## src/common/clk_irq_rst_cfg.svh

```systemverilog
// Offsets, field positions, reset values and the checklist of behaviour for the clock ready and reset block
// What this block does
// RULE1: Security clear one clears failure flag
// RULE2: Ext fast clear one clears ready flag
// RULE3: Int fast clear one clears ready flag
// RULE4: Ext slow clear one clears ready flag
// RULE5: Int slow clear one clears ready flag
// RULE6: PLL clear one clears PLL flag
// RULE7: PLL interrupt enable, read-write, reset zero
// RULE8: Ext fast interrupt gated by enable
// RULE9: Int fast interrupt gated by enable
// RULE10: Ext slow interrupt gated by enable
// RULE11: Int slow interrupt gated by enable
// RULE12: Clock failure sets sticky security flag
// RULE13: PLL ready sets PLL flag
// RULE14: Ext fast ready sets its flag
// RULE15: Int fast ready sets its flag
// RULE16: Ext slow ready sets its flag
// RULE17: Int slow ready sets its flag
// RULE18: Serial and SPI reset bits
// RULE19: Timer and converter reset bits
// RULE20: GPIO A to D reset bits
// RULE21: Alternate function reset bit
// RULE22: Interrupt when enabled flag or failure
// RULE23: Reset output follows its bit
`ifndef CLK_IRQ_RST_CFG_SVH
`define CLK_IRQ_RST_CFG_SVH

`define CIR_ADDR_W          4
`define CIR_OFS_IRQ         4'h0
`define CIR_OFS_PRST        4'h4
`define CIR_FLAG_LSB        0
`define CIR_FAIL_FLAG_BIT   7
`define CIR_IE_LSB          8
`define CIR_CLR_LSB         16
`define CIR_FAIL_CLR_BIT    23
`define CIR_PRST_MASK       32'h00005A3D
`define CIR_RESET_VAL       32'h00000000

`endif

```

## src/common/clk_irq_rst_pkg.sv

```systemverilog
// Types shared by the clock ready and peripheral reset block
package clk_irq_rst_pkg;

    // Ready indications, one bit per source, same order as the flag bits
    typedef struct packed {
        logic pll_lock;
        logic ext_fast;
        logic int_fast;
        logic ext_slow;
        logic int_slow;
    } osc_ready_t;

    // Per-peripheral reset lines
    typedef struct packed {
        logic serial_port_one_reset;
        logic sync_serial_one_reset;
        logic adv_timer_reset;
        logic converter_reset;
        logic gpio_d_reset;
        logic gpio_c_reset;
        logic gpio_b_reset;
        logic gpio_a_reset;
        logic alt_function_reset;
    } periph_reset_t;

endpackage : clk_irq_rst_pkg

```

## src/logic/clk_irq_rst.sv

```systemverilog
// Clock ready interrupt flags and fast-bus peripheral reset register
//
// Our own choice: strobed register access.
`timescale 1ns/10ps
`include "clk_irq_rst_cfg.svh"
module clk_irq_rst
(
    input  wire logic                         clk,
    input  wire logic                         srst,
    input  wire logic [`CIR_ADDR_W-1:0]       addr,
    input  wire logic [31:0]                  wdata,
    input  wire logic                         wr_stb,
    input  wire logic                         rd_stb,
    output logic      [31:0]                  rdata,
    input  wire clk_irq_rst_pkg::osc_ready_t  ready_in,
    input  wire logic                         ext_fast_fail,
    output logic                              clock_irq,
    output clk_irq_rst_pkg::periph_reset_t    periph_rst
);
    import clk_irq_rst_pkg::*;

    logic [4:0]  flag_r;
    logic [4:0]  flag_nxt;
    logic [4:0]  ien_r;
    logic        fail_flag_r;
    logic        fail_flag_nxt;
    logic [4:0]  rdy_d_r;
    logic [31:0] prst_r;
    logic [31:0] rdata_r;
    logic        irq_r;

    // Address decode and write strobes
    wire         sel_irq   = (addr == `CIR_OFS_IRQ);
    wire         sel_prst  = (addr == `CIR_OFS_PRST);
    wire         wr_irq    = wr_stb && sel_irq;
    wire         wr_prst   = wr_stb && sel_prst;
    wire [4:0]   clr_bits  = wr_irq ? wdata[`CIR_CLR_LSB +: 5] : 5'h00;
    wire         css_clr   = wr_irq && wdata[`CIR_FAIL_CLR_BIT];
    // Enable value after this cycle's write, so the interrupt follows the write at once
    wire [4:0]   ien_nxt   = wr_irq ? wdata[`CIR_IE_LSB +: 5] : ien_r;
    wire [4:0]   rdy_now   = ready_in;

    // Flags fire on the rising edge of each ready indication
    wire [4:0]   rdy_rise  = rdy_now & ~rdy_d_r;

    // Set beats clear so an edge in the clearing cycle is not lost
    assign flag_nxt = (flag_r & ~clr_bits) | rdy_rise; // RULE2 RULE3 RULE4 RULE5 RULE6 RULE13 RULE14 RULE15 RULE16 RULE17
    assign fail_flag_nxt = (fail_flag_r & ~css_clr) | ext_fast_fail; // RULE1 RULE12

    // Interrupt request from enabled flags or clock failure
    wire         irq_nxt   = (|(flag_nxt & ien_nxt)) || fail_flag_nxt; // RULE7 RULE8 RULE9 RULE10 RULE11 RULE22

    // Readback: clear bits read as zero, reserved bits as zero
    wire [31:0]  irq_view  = {24'h000000, fail_flag_r, 2'b00, flag_r} | ({27'h0000000, ien_r} << `CIR_IE_LSB);
    wire [31:0]  rd_mux    = sel_irq ? irq_view : (sel_prst ? prst_r : 32'h00000000);

    // Ready edge tracking and sticky flags
    always_ff @(posedge clk)
    begin
        if (srst)
        begin
            flag_r  <= 5'h00;
            fail_flag_r <= 1'b0;
            rdy_d_r <= 5'h00;
        end
        else
        begin
            flag_r  <= flag_nxt;
            fail_flag_r <= fail_flag_nxt;
            rdy_d_r <= rdy_now;
        end
    end

    // Software-written enables and reset bits
    always_ff @(posedge clk)
    begin
        if (srst)
        begin
            ien_r  <= 5'h00; // RULE7
            prst_r <= `CIR_RESET_VAL;
        end
        else
        begin
            if (wr_irq)
                ien_r <= wdata[`CIR_IE_LSB +: 5]; // RULE8 RULE9 RULE10 RULE11
            if (wr_prst)
                prst_r <= wdata & `CIR_PRST_MASK; // RULE18 RULE19 RULE20 RULE21
        end
    end

    // Registered outputs; read data valid only the cycle after the strobe
    always_ff @(posedge clk)
    begin
        if (srst)
        begin
            rdata_r <= 32'h00000000;
            irq_r   <= 1'b0;
        end
        else
        begin
            rdata_r <= rd_stb ? rd_mux : 32'h00000000;
            irq_r   <= irq_nxt;
        end
    end

    assign rdata     = rdata_r;
    assign clock_irq = irq_r;

    // Reset lines mirror the register bits directly, so they hold until software writes zero
    assign periph_rst = '{serial_port_one_reset: prst_r[14], sync_serial_one_reset: prst_r[12], // RULE23
                          adv_timer_reset: prst_r[11], converter_reset: prst_r[9],
                          gpio_d_reset: prst_r[5], gpio_c_reset: prst_r[4],
                          gpio_b_reset: prst_r[3], gpio_a_reset: prst_r[2],
                          alt_function_reset: prst_r[0]};

    property p_css_set;
        @(posedge clk) disable iff (srst) ext_fast_fail |=> fail_flag_r;
    endproperty
    a_css_set: assert property (p_css_set) else $error("failure flag not set"); // RULE12

    property p_css_clr;
        @(posedge clk) disable iff (srst) (css_clr && !ext_fast_fail) |=> !fail_flag_r;
    endproperty
    a_css_clr: assert property (p_css_clr) else $error("failure flag not cleared"); // RULE1

    property p_css_hold;
        @(posedge clk) disable iff (srst) (fail_flag_r && !css_clr) |=> fail_flag_r;
    endproperty
    a_css_hold: assert property (p_css_hold) else $error("failure flag dropped"); // RULE12

    property p_pll_set;
        @(posedge clk) disable iff (srst) (ready_in.pll_lock && !$past(ready_in.pll_lock)) |=> flag_r[4];
    endproperty
    a_pll_set: assert property (p_pll_set) else $error("pll flag not set"); // RULE13

    property p_flag_clr;
        @(posedge clk) disable iff (srst) (wr_irq && wdata[16] && !rdy_rise[0]) |=> !flag_r[0];
    endproperty
    a_flag_clr: assert property (p_flag_clr) else $error("ready flag not cleared"); // RULE5

    property p_flag_zero;
        @(posedge clk) disable iff (srst) (flag_r[3] && !(wr_irq && wdata[19])) |=> flag_r[3];
    endproperty
    a_flag_zero: assert property (p_flag_zero) else $error("ready flag lost"); // RULE2

    property p_irq;
        @(posedge clk) disable iff (srst) ##1 (clock_irq == ((|(flag_r & ien_r)) || fail_flag_r));
    endproperty
    a_irq: assert property (p_irq) else $error("interrupt mismatch"); // RULE22

    property p_prst;
        @(posedge clk) disable iff (srst) wr_prst |=> (periph_rst.gpio_a_reset == $past(wdata[2]))
            && (periph_rst.serial_port_one_reset == $past(wdata[14]));
    endproperty
    a_prst: assert property (p_prst) else $error("reset bit mismatch"); // RULE20

    // Each ready edge must land in its flag
    property p_efo_set;
        @(posedge clk) disable iff (srst) (ready_in.ext_fast && !$past(ready_in.ext_fast)) |=> flag_r[3];
    endproperty
    a_efo_set: assert property (p_efo_set) else $error("ext fast flag not set"); // RULE14

    property p_ifo_set;
        @(posedge clk) disable iff (srst) (ready_in.int_fast && !$past(ready_in.int_fast)) |=> flag_r[2];
    endproperty
    a_ifo_set: assert property (p_ifo_set) else $error("int fast flag not set"); // RULE15

    property p_eso_set;
        @(posedge clk) disable iff (srst) (ready_in.ext_slow && !$past(ready_in.ext_slow)) |=> flag_r[1];
    endproperty
    a_eso_set: assert property (p_eso_set) else $error("ext slow flag not set"); // RULE16

    property p_iso_set;
        @(posedge clk) disable iff (srst) (ready_in.int_slow && !$past(ready_in.int_slow)) |=> flag_r[0];
    endproperty
    a_iso_set: assert property (p_iso_set) else $error("int slow flag not set"); // RULE17

    // A flag never rises without an edge
    property p_pll_quiet;
        @(posedge clk) disable iff (srst) (!flag_r[4] && !rdy_rise[4]) |=> !flag_r[4];
    endproperty
    a_pll_quiet: assert property (p_pll_quiet) else $error("pll flag rose alone"); // RULE13

    property p_efo_quiet;
        @(posedge clk) disable iff (srst) (!flag_r[3] && !rdy_rise[3]) |=> !flag_r[3];
    endproperty
    a_efo_quiet: assert property (p_efo_quiet) else $error("ext fast flag rose alone"); // RULE14

    property p_ifo_quiet;
        @(posedge clk) disable iff (srst) (!flag_r[2] && !rdy_rise[2]) |=> !flag_r[2];
    endproperty
    a_ifo_quiet: assert property (p_ifo_quiet) else $error("int fast flag rose alone"); // RULE15

    property p_eso_quiet;
        @(posedge clk) disable iff (srst) (!flag_r[1] && !rdy_rise[1]) |=> !flag_r[1];
    endproperty
    a_eso_quiet: assert property (p_eso_quiet) else $error("ext slow flag rose alone"); // RULE16

    property p_iso_quiet;
        @(posedge clk) disable iff (srst) (!flag_r[0] && !rdy_rise[0]) |=> !flag_r[0];
    endproperty
    a_iso_quiet: assert property (p_iso_quiet) else $error("int slow flag rose alone"); // RULE17

    // A one in a clear bit drops its flag unless a new edge arrives
    property p_pll_clr;
        @(posedge clk) disable iff (srst) (wr_irq && wdata[20] && !rdy_rise[4]) |=> !flag_r[4];
    endproperty
    a_pll_clr: assert property (p_pll_clr) else $error("pll flag not cleared"); // RULE6

    property p_efo_clr;
        @(posedge clk) disable iff (srst) (wr_irq && wdata[19] && !rdy_rise[3]) |=> !flag_r[3];
    endproperty
    a_efo_clr: assert property (p_efo_clr) else $error("ext fast flag not cleared"); // RULE2

    property p_ifo_clr;
        @(posedge clk) disable iff (srst) (wr_irq && wdata[18] && !rdy_rise[2]) |=> !flag_r[2];
    endproperty
    a_ifo_clr: assert property (p_ifo_clr) else $error("int fast flag not cleared"); // RULE3

    property p_eso_clr;
        @(posedge clk) disable iff (srst) (wr_irq && wdata[17] && !rdy_rise[1]) |=> !flag_r[1];
    endproperty
    a_eso_clr: assert property (p_eso_clr) else $error("ext slow flag not cleared"); // RULE4

    // A zero in a clear bit leaves its flag alone
    property p_pll_keep;
        @(posedge clk) disable iff (srst) (flag_r[4] && !(wr_irq && wdata[20])) |=> flag_r[4];
    endproperty
    a_pll_keep: assert property (p_pll_keep) else $error("pll flag lost"); // RULE6

    property p_ifo_keep;
        @(posedge clk) disable iff (srst) (flag_r[2] && !(wr_irq && wdata[18])) |=> flag_r[2];
    endproperty
    a_ifo_keep: assert property (p_ifo_keep) else $error("int fast flag lost"); // RULE3

    property p_eso_keep;
        @(posedge clk) disable iff (srst) (flag_r[1] && !(wr_irq && wdata[17])) |=> flag_r[1];
    endproperty
    a_eso_keep: assert property (p_eso_keep) else $error("ext slow flag lost"); // RULE4

    property p_iso_keep;
        @(posedge clk) disable iff (srst) (flag_r[0] && !(wr_irq && wdata[16])) |=> flag_r[0];
    endproperty
    a_iso_keep: assert property (p_iso_keep) else $error("int slow flag lost"); // RULE5

    // Enables take the written value and hold otherwise
    property p_pll_ien;
        @(posedge clk) disable iff (srst) wr_irq |=> (ien_r[4] == $past(wdata[12]));
    endproperty
    a_pll_ien: assert property (p_pll_ien) else $error("pll enable mismatch"); // RULE7

    property p_efo_ien;
        @(posedge clk) disable iff (srst) wr_irq |=> (ien_r[3] == $past(wdata[11]));
    endproperty
    a_efo_ien: assert property (p_efo_ien) else $error("ext fast enable mismatch"); // RULE8

    property p_ifo_ien;
        @(posedge clk) disable iff (srst) wr_irq |=> (ien_r[2] == $past(wdata[10]));
    endproperty
    a_ifo_ien: assert property (p_ifo_ien) else $error("int fast enable mismatch"); // RULE9

    property p_eso_ien;
        @(posedge clk) disable iff (srst) wr_irq |=> (ien_r[1] == $past(wdata[9]));
    endproperty
    a_eso_ien: assert property (p_eso_ien) else $error("ext slow enable mismatch"); // RULE10

    property p_iso_ien;
        @(posedge clk) disable iff (srst) wr_irq |=> (ien_r[0] == $past(wdata[8]));
    endproperty
    a_iso_ien: assert property (p_iso_ien) else $error("int slow enable mismatch"); // RULE11

    property p_ien_hold;
        @(posedge clk) disable iff (srst) !wr_irq |=> $stable(ien_r);
    endproperty
    a_ien_hold: assert property (p_ien_hold) else $error("enables changed alone"); // RULE7

    // Every enabled flag and the failure flag raise the interrupt
    property p_pll_irq;
        @(posedge clk) disable iff (srst) (flag_r[4] && ien_r[4]) |-> clock_irq;
    endproperty
    a_pll_irq: assert property (p_pll_irq) else $error("pll interrupt missing"); // RULE7

    property p_efo_irq;
        @(posedge clk) disable iff (srst) (flag_r[3] && ien_r[3]) |-> clock_irq;
    endproperty
    a_efo_irq: assert property (p_efo_irq) else $error("ext fast interrupt missing"); // RULE8

    property p_ifo_irq;
        @(posedge clk) disable iff (srst) (flag_r[2] && ien_r[2]) |-> clock_irq;
    endproperty
    a_ifo_irq: assert property (p_ifo_irq) else $error("int fast interrupt missing"); // RULE9

    property p_eso_irq;
        @(posedge clk) disable iff (srst) (flag_r[1] && ien_r[1]) |-> clock_irq;
    endproperty
    a_eso_irq: assert property (p_eso_irq) else $error("ext slow interrupt missing"); // RULE10

    property p_iso_irq;
        @(posedge clk) disable iff (srst) (flag_r[0] && ien_r[0]) |-> clock_irq;
    endproperty
    a_iso_irq: assert property (p_iso_irq) else $error("int slow interrupt missing"); // RULE11

    property p_fail_irq;
        @(posedge clk) disable iff (srst) fail_flag_r |-> clock_irq;
    endproperty
    a_fail_irq: assert property (p_fail_irq) else $error("failure interrupt missing"); // RULE12

    property p_fail_quiet;
        @(posedge clk) disable iff (srst) (!fail_flag_r && !ext_fast_fail) |=> !fail_flag_r;
    endproperty
    a_fail_quiet: assert property (p_fail_quiet) else $error("failure flag rose alone"); // RULE12

    // Read data shows the register state of the strobe cycle
    property p_rd_flags;
        @(posedge clk) disable iff (srst) (rd_stb && sel_irq)
            |=> (rdata[4:0] == $past(flag_r)) && (rdata[7] == $past(fail_flag_r));
    endproperty
    a_rd_flags: assert property (p_rd_flags) else $error("flag readback mismatch"); // RULE13

    property p_rd_ien;
        @(posedge clk) disable iff (srst) (rd_stb && sel_irq) |=> (rdata[12:8] == $past(ien_r));
    endproperty
    a_rd_ien: assert property (p_rd_ien) else $error("enable readback mismatch"); // RULE7

    property p_rd_clr;
        @(posedge clk) disable iff (srst) rd_stb |=> (rdata[23:16] == 8'h00);
    endproperty
    a_rd_clr: assert property (p_rd_clr) else $error("clear bits read nonzero"); // RULE1

    property p_rd_prst;
        @(posedge clk) disable iff (srst) (rd_stb && sel_prst) |=> (rdata == $past(prst_r));
    endproperty
    a_rd_prst: assert property (p_rd_prst) else $error("reset reg readback mismatch"); // RULE18

    // Each reset line follows its written bit and holds between writes
    property p_spi_rst;
        @(posedge clk) disable iff (srst) wr_prst |=> (periph_rst.sync_serial_one_reset == $past(wdata[12]));
    endproperty
    a_spi_rst: assert property (p_spi_rst) else $error("sync serial reset mismatch"); // RULE18

    property p_tmr_rst;
        @(posedge clk) disable iff (srst) wr_prst |=> (periph_rst.adv_timer_reset == $past(wdata[11]));
    endproperty
    a_tmr_rst: assert property (p_tmr_rst) else $error("timer reset mismatch"); // RULE19

    property p_cnv_rst;
        @(posedge clk) disable iff (srst) wr_prst |=> (periph_rst.converter_reset == $past(wdata[9]));
    endproperty
    a_cnv_rst: assert property (p_cnv_rst) else $error("converter reset mismatch"); // RULE19

    property p_gpb_rst;
        @(posedge clk) disable iff (srst) wr_prst |=> (periph_rst.gpio_b_reset == $past(wdata[3]));
    endproperty
    a_gpb_rst: assert property (p_gpb_rst) else $error("port b reset mismatch"); // RULE20

    property p_gpc_rst;
        @(posedge clk) disable iff (srst) wr_prst |=> (periph_rst.gpio_c_reset == $past(wdata[4]));
    endproperty
    a_gpc_rst: assert property (p_gpc_rst) else $error("port c reset mismatch"); // RULE20

    property p_gpd_rst;
        @(posedge clk) disable iff (srst) wr_prst |=> (periph_rst.gpio_d_reset == $past(wdata[5]));
    endproperty
    a_gpd_rst: assert property (p_gpd_rst) else $error("port d reset mismatch"); // RULE20

    property p_alt_rst;
        @(posedge clk) disable iff (srst) wr_prst |=> (periph_rst.alt_function_reset == $past(wdata[0]));
    endproperty
    a_alt_rst: assert property (p_alt_rst) else $error("alt function reset mismatch"); // RULE21

    property p_rst_hold;
        @(posedge clk) disable iff (srst) !wr_prst |=> $stable(periph_rst);
    endproperty
    a_rst_hold: assert property (p_rst_hold) else $error("reset lines changed alone"); // RULE23

    // Everything starts cleared when reset lets go
    property p_reset_state;
        @(posedge clk) $fell(srst) |-> (flag_r == 5'h00) && !fail_flag_r && (ien_r == 5'h00)
            && (prst_r == `CIR_RESET_VAL);
    endproperty
    a_reset_state: assert property (p_reset_state) else $error("state not cleared by reset"); // RULE7

endmodule : clk_irq_rst

```

## config.mk

```make
export PLATFORM = sky130hd
export DESIGN_NAME = clk_irq_rst
export DESIGN_NICKNAME = d
export VERILOG_FILES = /design/src/common/clk_irq_rst_pkg.sv /design/src/logic/clk_irq_rst.sv
export VERILOG_INCLUDE_DIRS = /design/src /design/src/common
export SDC_FILE = /design/constraint.sdc
export NUM_CORES = 1
export LEC_CHECK = 0
export ABC_AREA = 1
export BUFFER_PORTS_ARGS = -buffer_cell sky130_fd_sc_hd__buf_2
export CORE_MARGIN = 2
export CORE_UTILIZATION = 35
export CTS_BUF_LIST = sky130_fd_sc_hd__clkbuf_4 sky130_fd_sc_hd__clkbuf_8
export CTS_CLUSTER_DIAMETER = 30
export CTS_CLUSTER_SIZE = 16
export DETAILED_ROUTE_END_ITERATION = 10
export PLACE_DENSITY = 0.62
export SYNTH_ARGS = -nofsm -noshare
export SYNTH_HDL_FRONTEND = slang
export SYNTH_SLANG_ARGS = --single-unit
```

## constraint.sdc

```tcl
create_clock -name clk -period 2.75 [get_ports clk]
set_input_delay 0.275 -clock clk [delete_from_list [all_inputs] [get_ports clk]]
set_output_delay 0.275 -clock clk [all_outputs]
set_load 0.01 [all_outputs]
```

* After elaboration in Yosys (flattened, before gate mapping)
Cells that the tools add are included.
Storage, ports and cells: logic and storage cells 30, flip-flop bits (word level) 58, input bits 46, output and inout bits 42
Cells by class: reduce and logical (&&, ||, !) cells 7, equal/unequal tests 1, mux-type cells 4, bitwise gates (word level) 11
Operator list (number):
- 15-bit 2-to-1 mux | 2
- 5-bit bitwise AND | 3
- 8-bit by 13-bit bitwise OR with 13-bit output | 1
- 5-bit 2-to-1 mux | 2
- 5-bit NOT | 2
- 5-bit bitwise OR | 1
- 5-bit OR reduction | 1
- 4-bit by 3-bit == test with 1-bit output, second input constant | 1
- 4-bit logical NOT | 1
- 1-bit logical AND | 3
- 1-bit NOT | 2
- 2-bit OR reduction | 1
- 1-bit bitwise AND | 1
- 1-bit logical OR | 1
- 1-bit bitwise OR | 1

* Logic depth before layout (Yosys ltp)
word-level depth 9, gate-level depth with buffers 10

* Least setup slack after synthesis
No wires, ideal clock.
path kind in2reg, start input port addr[1], end register irq_r, in the netlist clock_irq, setup time 132 ps, arrival 1022 ps, stages 8, data required time 2618 ps, slack 1596 ps, cells stage by stage nor2_4 > nand3_1 > o21ai_1 > nand2_1 > nand2_1 > nand2_1 > inv_1 > a21oi_2
Between the ends: longest elaborated chain between the ends 9, elaborated cells on any way between the ends 14, those cells by class 2 x mux; 7 x bitwise; 5 x reduce/logical
Ends and longest elaborated chain:
- start, declared | line clk_irq_rst.sv:10 | input wire logic [`CIR_ADDR_W-1:0] addr,
- 4-bit logical NOT (no source line) *
- 1-bit logical AND * | line clk_irq_rst.sv:35 | wire wr_irq = wr_stb && sel_irq;
- 5-bit 2-to-1 mux | line clk_irq_rst.sv:37 | wire [4:0] clr_bits = wr_irq ? wdata[`CIR_CLR_LSB +: 5] : 5'h00;
- 5-bit NOT | line clk_irq_rst.sv:47 | assign flag_nxt = (flag_r & ~clr_bits) | rdy_rise;
- 5-bit bitwise AND | line clk_irq_rst.sv:47
- 5-bit bitwise OR | line clk_irq_rst.sv:47
- 5-bit bitwise AND | line clk_irq_rst.sv:51 | wire irq_nxt = (|(flag_nxt & ien_nxt)) || fail_flag_nxt;
- 5-bit OR reduction | line clk_irq_rst.sv:51
- 1-bit logical OR * | line clk_irq_rst.sv:51
- end signal, assigned | line clk_irq_rst.sv:102 | irq_r <= irq_nxt;
- end, declared | line clk_irq_rst.sv:30 | logic irq_r;
Mark *: on every way between the ends. The rest lies on a longest branch, timed or not. A chain may end at the register's enable or synchronous reset.

* Worst setup path in the final report
start input port srst, end register rdata_r[2], in the netlist rdata[2]
Between the ends: longest elaborated chain between the ends 1
Ends and longest elaborated chain:
- start, declared | line clk_irq_rst.sv:9 | input wire logic srst,
- 2-bit OR reduction (no source line)
- end signal, assigned | line clk_irq_rst.sv:101 | rdata_r <= rd_stb ? rd_mux : 32'h00000000;
- end, declared | line clk_irq_rst.sv:29 | logic [31:0] rdata_r;
Every way passes these cells.

==> results by group <==
Routing
  – Final wirelength: 3100 um
  – Routed vias/inst: 4.26
  – Via count: about 1300
  – Drt initial violations: 45
  – Drt pass-1 iters: 4
  – Detail Route Antenna Nets: 0
  – DRC: 0
  – Post-detailed-route wirelength per cell: 10.1 um

Placement
  – Port Buffers: 53
  – DP Wirelength: 2330 um
  – GP Congestion: 0.745

Clock tree
  – CTS buffer count: 5
  – CTS tree: built
  – Root Buffer: clkbuf_8
  – CTS clock-pin slew for the worst setup and hold paths: 0.07 ns
  – CTS max path bufs: 2
  – Cts hold-fix bufs: 0
  – Clk_lat worst skew: roughly 0.28 ns
  – CTS Sinks: 39
  – H-tree levels: 2
  – Post-CTS sizing: 0
  – Setup Fix Bufs, Post-CTS: 0

Logic synthesis
  – Synthesis Warnings: 0
  – Sequential share of the synthesized area: 0.482
  – Mapped Area: 1620 um2
  – Yosys top cell by area: dfxtp_1
  – Synth cell types: 24
  – Number of flops mapped to enable cells by yosys: 0
  – Synth Area per Inst: slightly above 8 um2
  – Flops & latches, synth: 39
  – Top_reg_cell synth: dfxtp_1
  – Syn Inst Count: 200
  – Ys async rst share: 0
  – Dominant cells by area after synthesis: dfxtp_1, buf_4, inv_1, nor2_1, nand2_1
  – Post-synth top area share: 0.482

Min path
  – Min-Delay Path Class: primary input to flip-flop
  – Hold path endpoint: rdy_d_r[2]
  – Hold Crit Start: ready_in[2]
  – Cell count of the worst hold path: 3

Floorplan
  – FP Rows: 24
  – Core Region: 4410 um2
  – Die width: 72.0 um
  – Initial Util: 0.367
  – Die Y: 72.0 um
  – Top-Level Pins: slightly below 90
  – Die Area: 5190 um2

Layout
  – Nets: 299
  – FILL cells: approximately 460
  – Antenna Diode Count: 0
  – Share of cells above drive strength 1: 0.307
  – Layout area overhead: 20.2%
  – Util after Layout: 0.441
  – Commonest non-fill, non-tap cell in the layout: buf_2
  – Most frequent cells in the layout: buf_2, dfxtp_1, inv_1

GRT
  – Largest net degree at the start of global routing: 28
  – Vias in the first global route: 1144
  – Initial antenna violation count: 0
  – GRT Total Usage: 0.124
  – First-pass GRT wire length: 4950 um
  – Grt ovf: 0

Critical path
  – Reg2Reg Depth: 6
  – Worst Setup Start Kind: primary input
  – Reg2reg start: rdy_d_r[1]
  – CP Data Arrival Time: 1.42 ns
  – Flop2flop setup slack: 1.74 ns
  – Crit path max fanout: 27
  – Nature of the critical path endpoint: flip-flop
  – Kind of critical path: primary input to flip-flop
  – Required time of the critical path: ~3 ns
  – Reg-to-Reg End: clock_irq

STA
  – Slew HR: 0.632
  – Final period utilization: 0.441
  – RSZ-0062 raised after global routing: no
  – Setup TNS: 0 ns
  – Slew Limit Fails: 0
  – Hold Vio Cnt, Final: 0
  – Maximum clock rate: ~820 MHz
  – Tmin final: 1.21 ns
  – Slew @ Worst Pin: about 0.55 ns
  – Setup violations, final: 0
  – Final Skew: 0.00171 ns

Outcome
  – Status: completed

Power and ir drop
  – Leakage: approximately 0.94 nW
  – Power per cell area: 568 nW/um2
  – Peak supply drop: 0.000170 V

Run
  – Max cap viols: 0
## metrics by stage
stage | setup slack [ns] | area, um2 | total power, mW | std cells | hold WS [ns]
6_report | 1.54 | 1950 | 1.11 | 306 | 0.198
5_1_grt | 1.41 | 1950 | 1.16 | 306 | 0.213
4_1_cts | 1.51 | 1950 | 1.12 | 306 | 0.194
3_5_place_dp | 1.20 | 1840 | 0.699 | 298 | 0.422
3_3_place_gp | 1.21 | 1840 | 0.698 | 298 | 0.417
2_1_floorplan | 1.60 | 1690 | 0.681 | 218 | 0.395
## cells in the mapped netlist, types with 3 or more instances
cell type	count
nand2_1	24
a211oi_1	6
dfxtp_1	39
o21ai_1	4
inv_1	35
nand4_1	4
a211oi_2	3
or2_2	5
nor2_4	4
a21oi_1	6
nor2_1	28
o22ai_1	7
buf_4	19
## area by class of cell
type                    instances  area (um2)  share of cell area
multi-input cells             118         597               0.307
flip-flops and latches         39         781               0.401
well taps                      52        65.1              0.0334
inverters                      36         135              0.0694
clock buffers                   8         104              0.0533
repair buffers                 53         265               0.136
## power breakdown
group	internal (mW)	switching [mW]	total (mW)
Sequential	0.581	0.00620	0.587
Combinational	0.0370	0.0615	0.0985
Clock	0.239	0.182	0.420
Total	0.856	0.250	1.11
## metal layers
layer / vias up / part of all wire / GRT usage
met5: - / 0 / 0
met4: 0 / 0.016 / 0.0566
met3: 7 / 0.083 / 0.0389
met2: 54 / 0.43 / 0.200
met1: 555 / 0.47 / 0.152
li1: 688 / - / -
## registers in the layout (all words and copies together), names as in the netlist
register and cells:
fail_flag_r 1, ien_r 5, flag_r 5, prst_r 9, rdata 13, clock_irq 1, rdy_d_r 5
## critical path, stage by stage
cell and delay [ns]:
buf_2 0.28, nor2_1 0.20, nand3_1 0.37, o22ai_1 0.29
## logic make-up (layout without fill, tap and decap cells)
kind of cell	Yosys count	in the layout	synth area share
other	1	19	0.00231
DFF	39	39	0.482
buffers and inverters	61	97	0.192
and+or+nand+nor	70	70	0.204
AOI/OAI and AO/OA	29	29	0.120
## worst max-delay path by stage
stage               startpoint   endpoint  slack, ns
floorplan              addr[1]  clock_irq       1.60
global placement          srst   rdata[9]       1.21
detailed placement        srst   rdata[4]       1.20
CTS                       srst   rdata[9]       1.51
global route              srst   rdata[0]       1.41
finish                    srst   rdata[2]       1.54
Power figures use the tool's default switching activity.
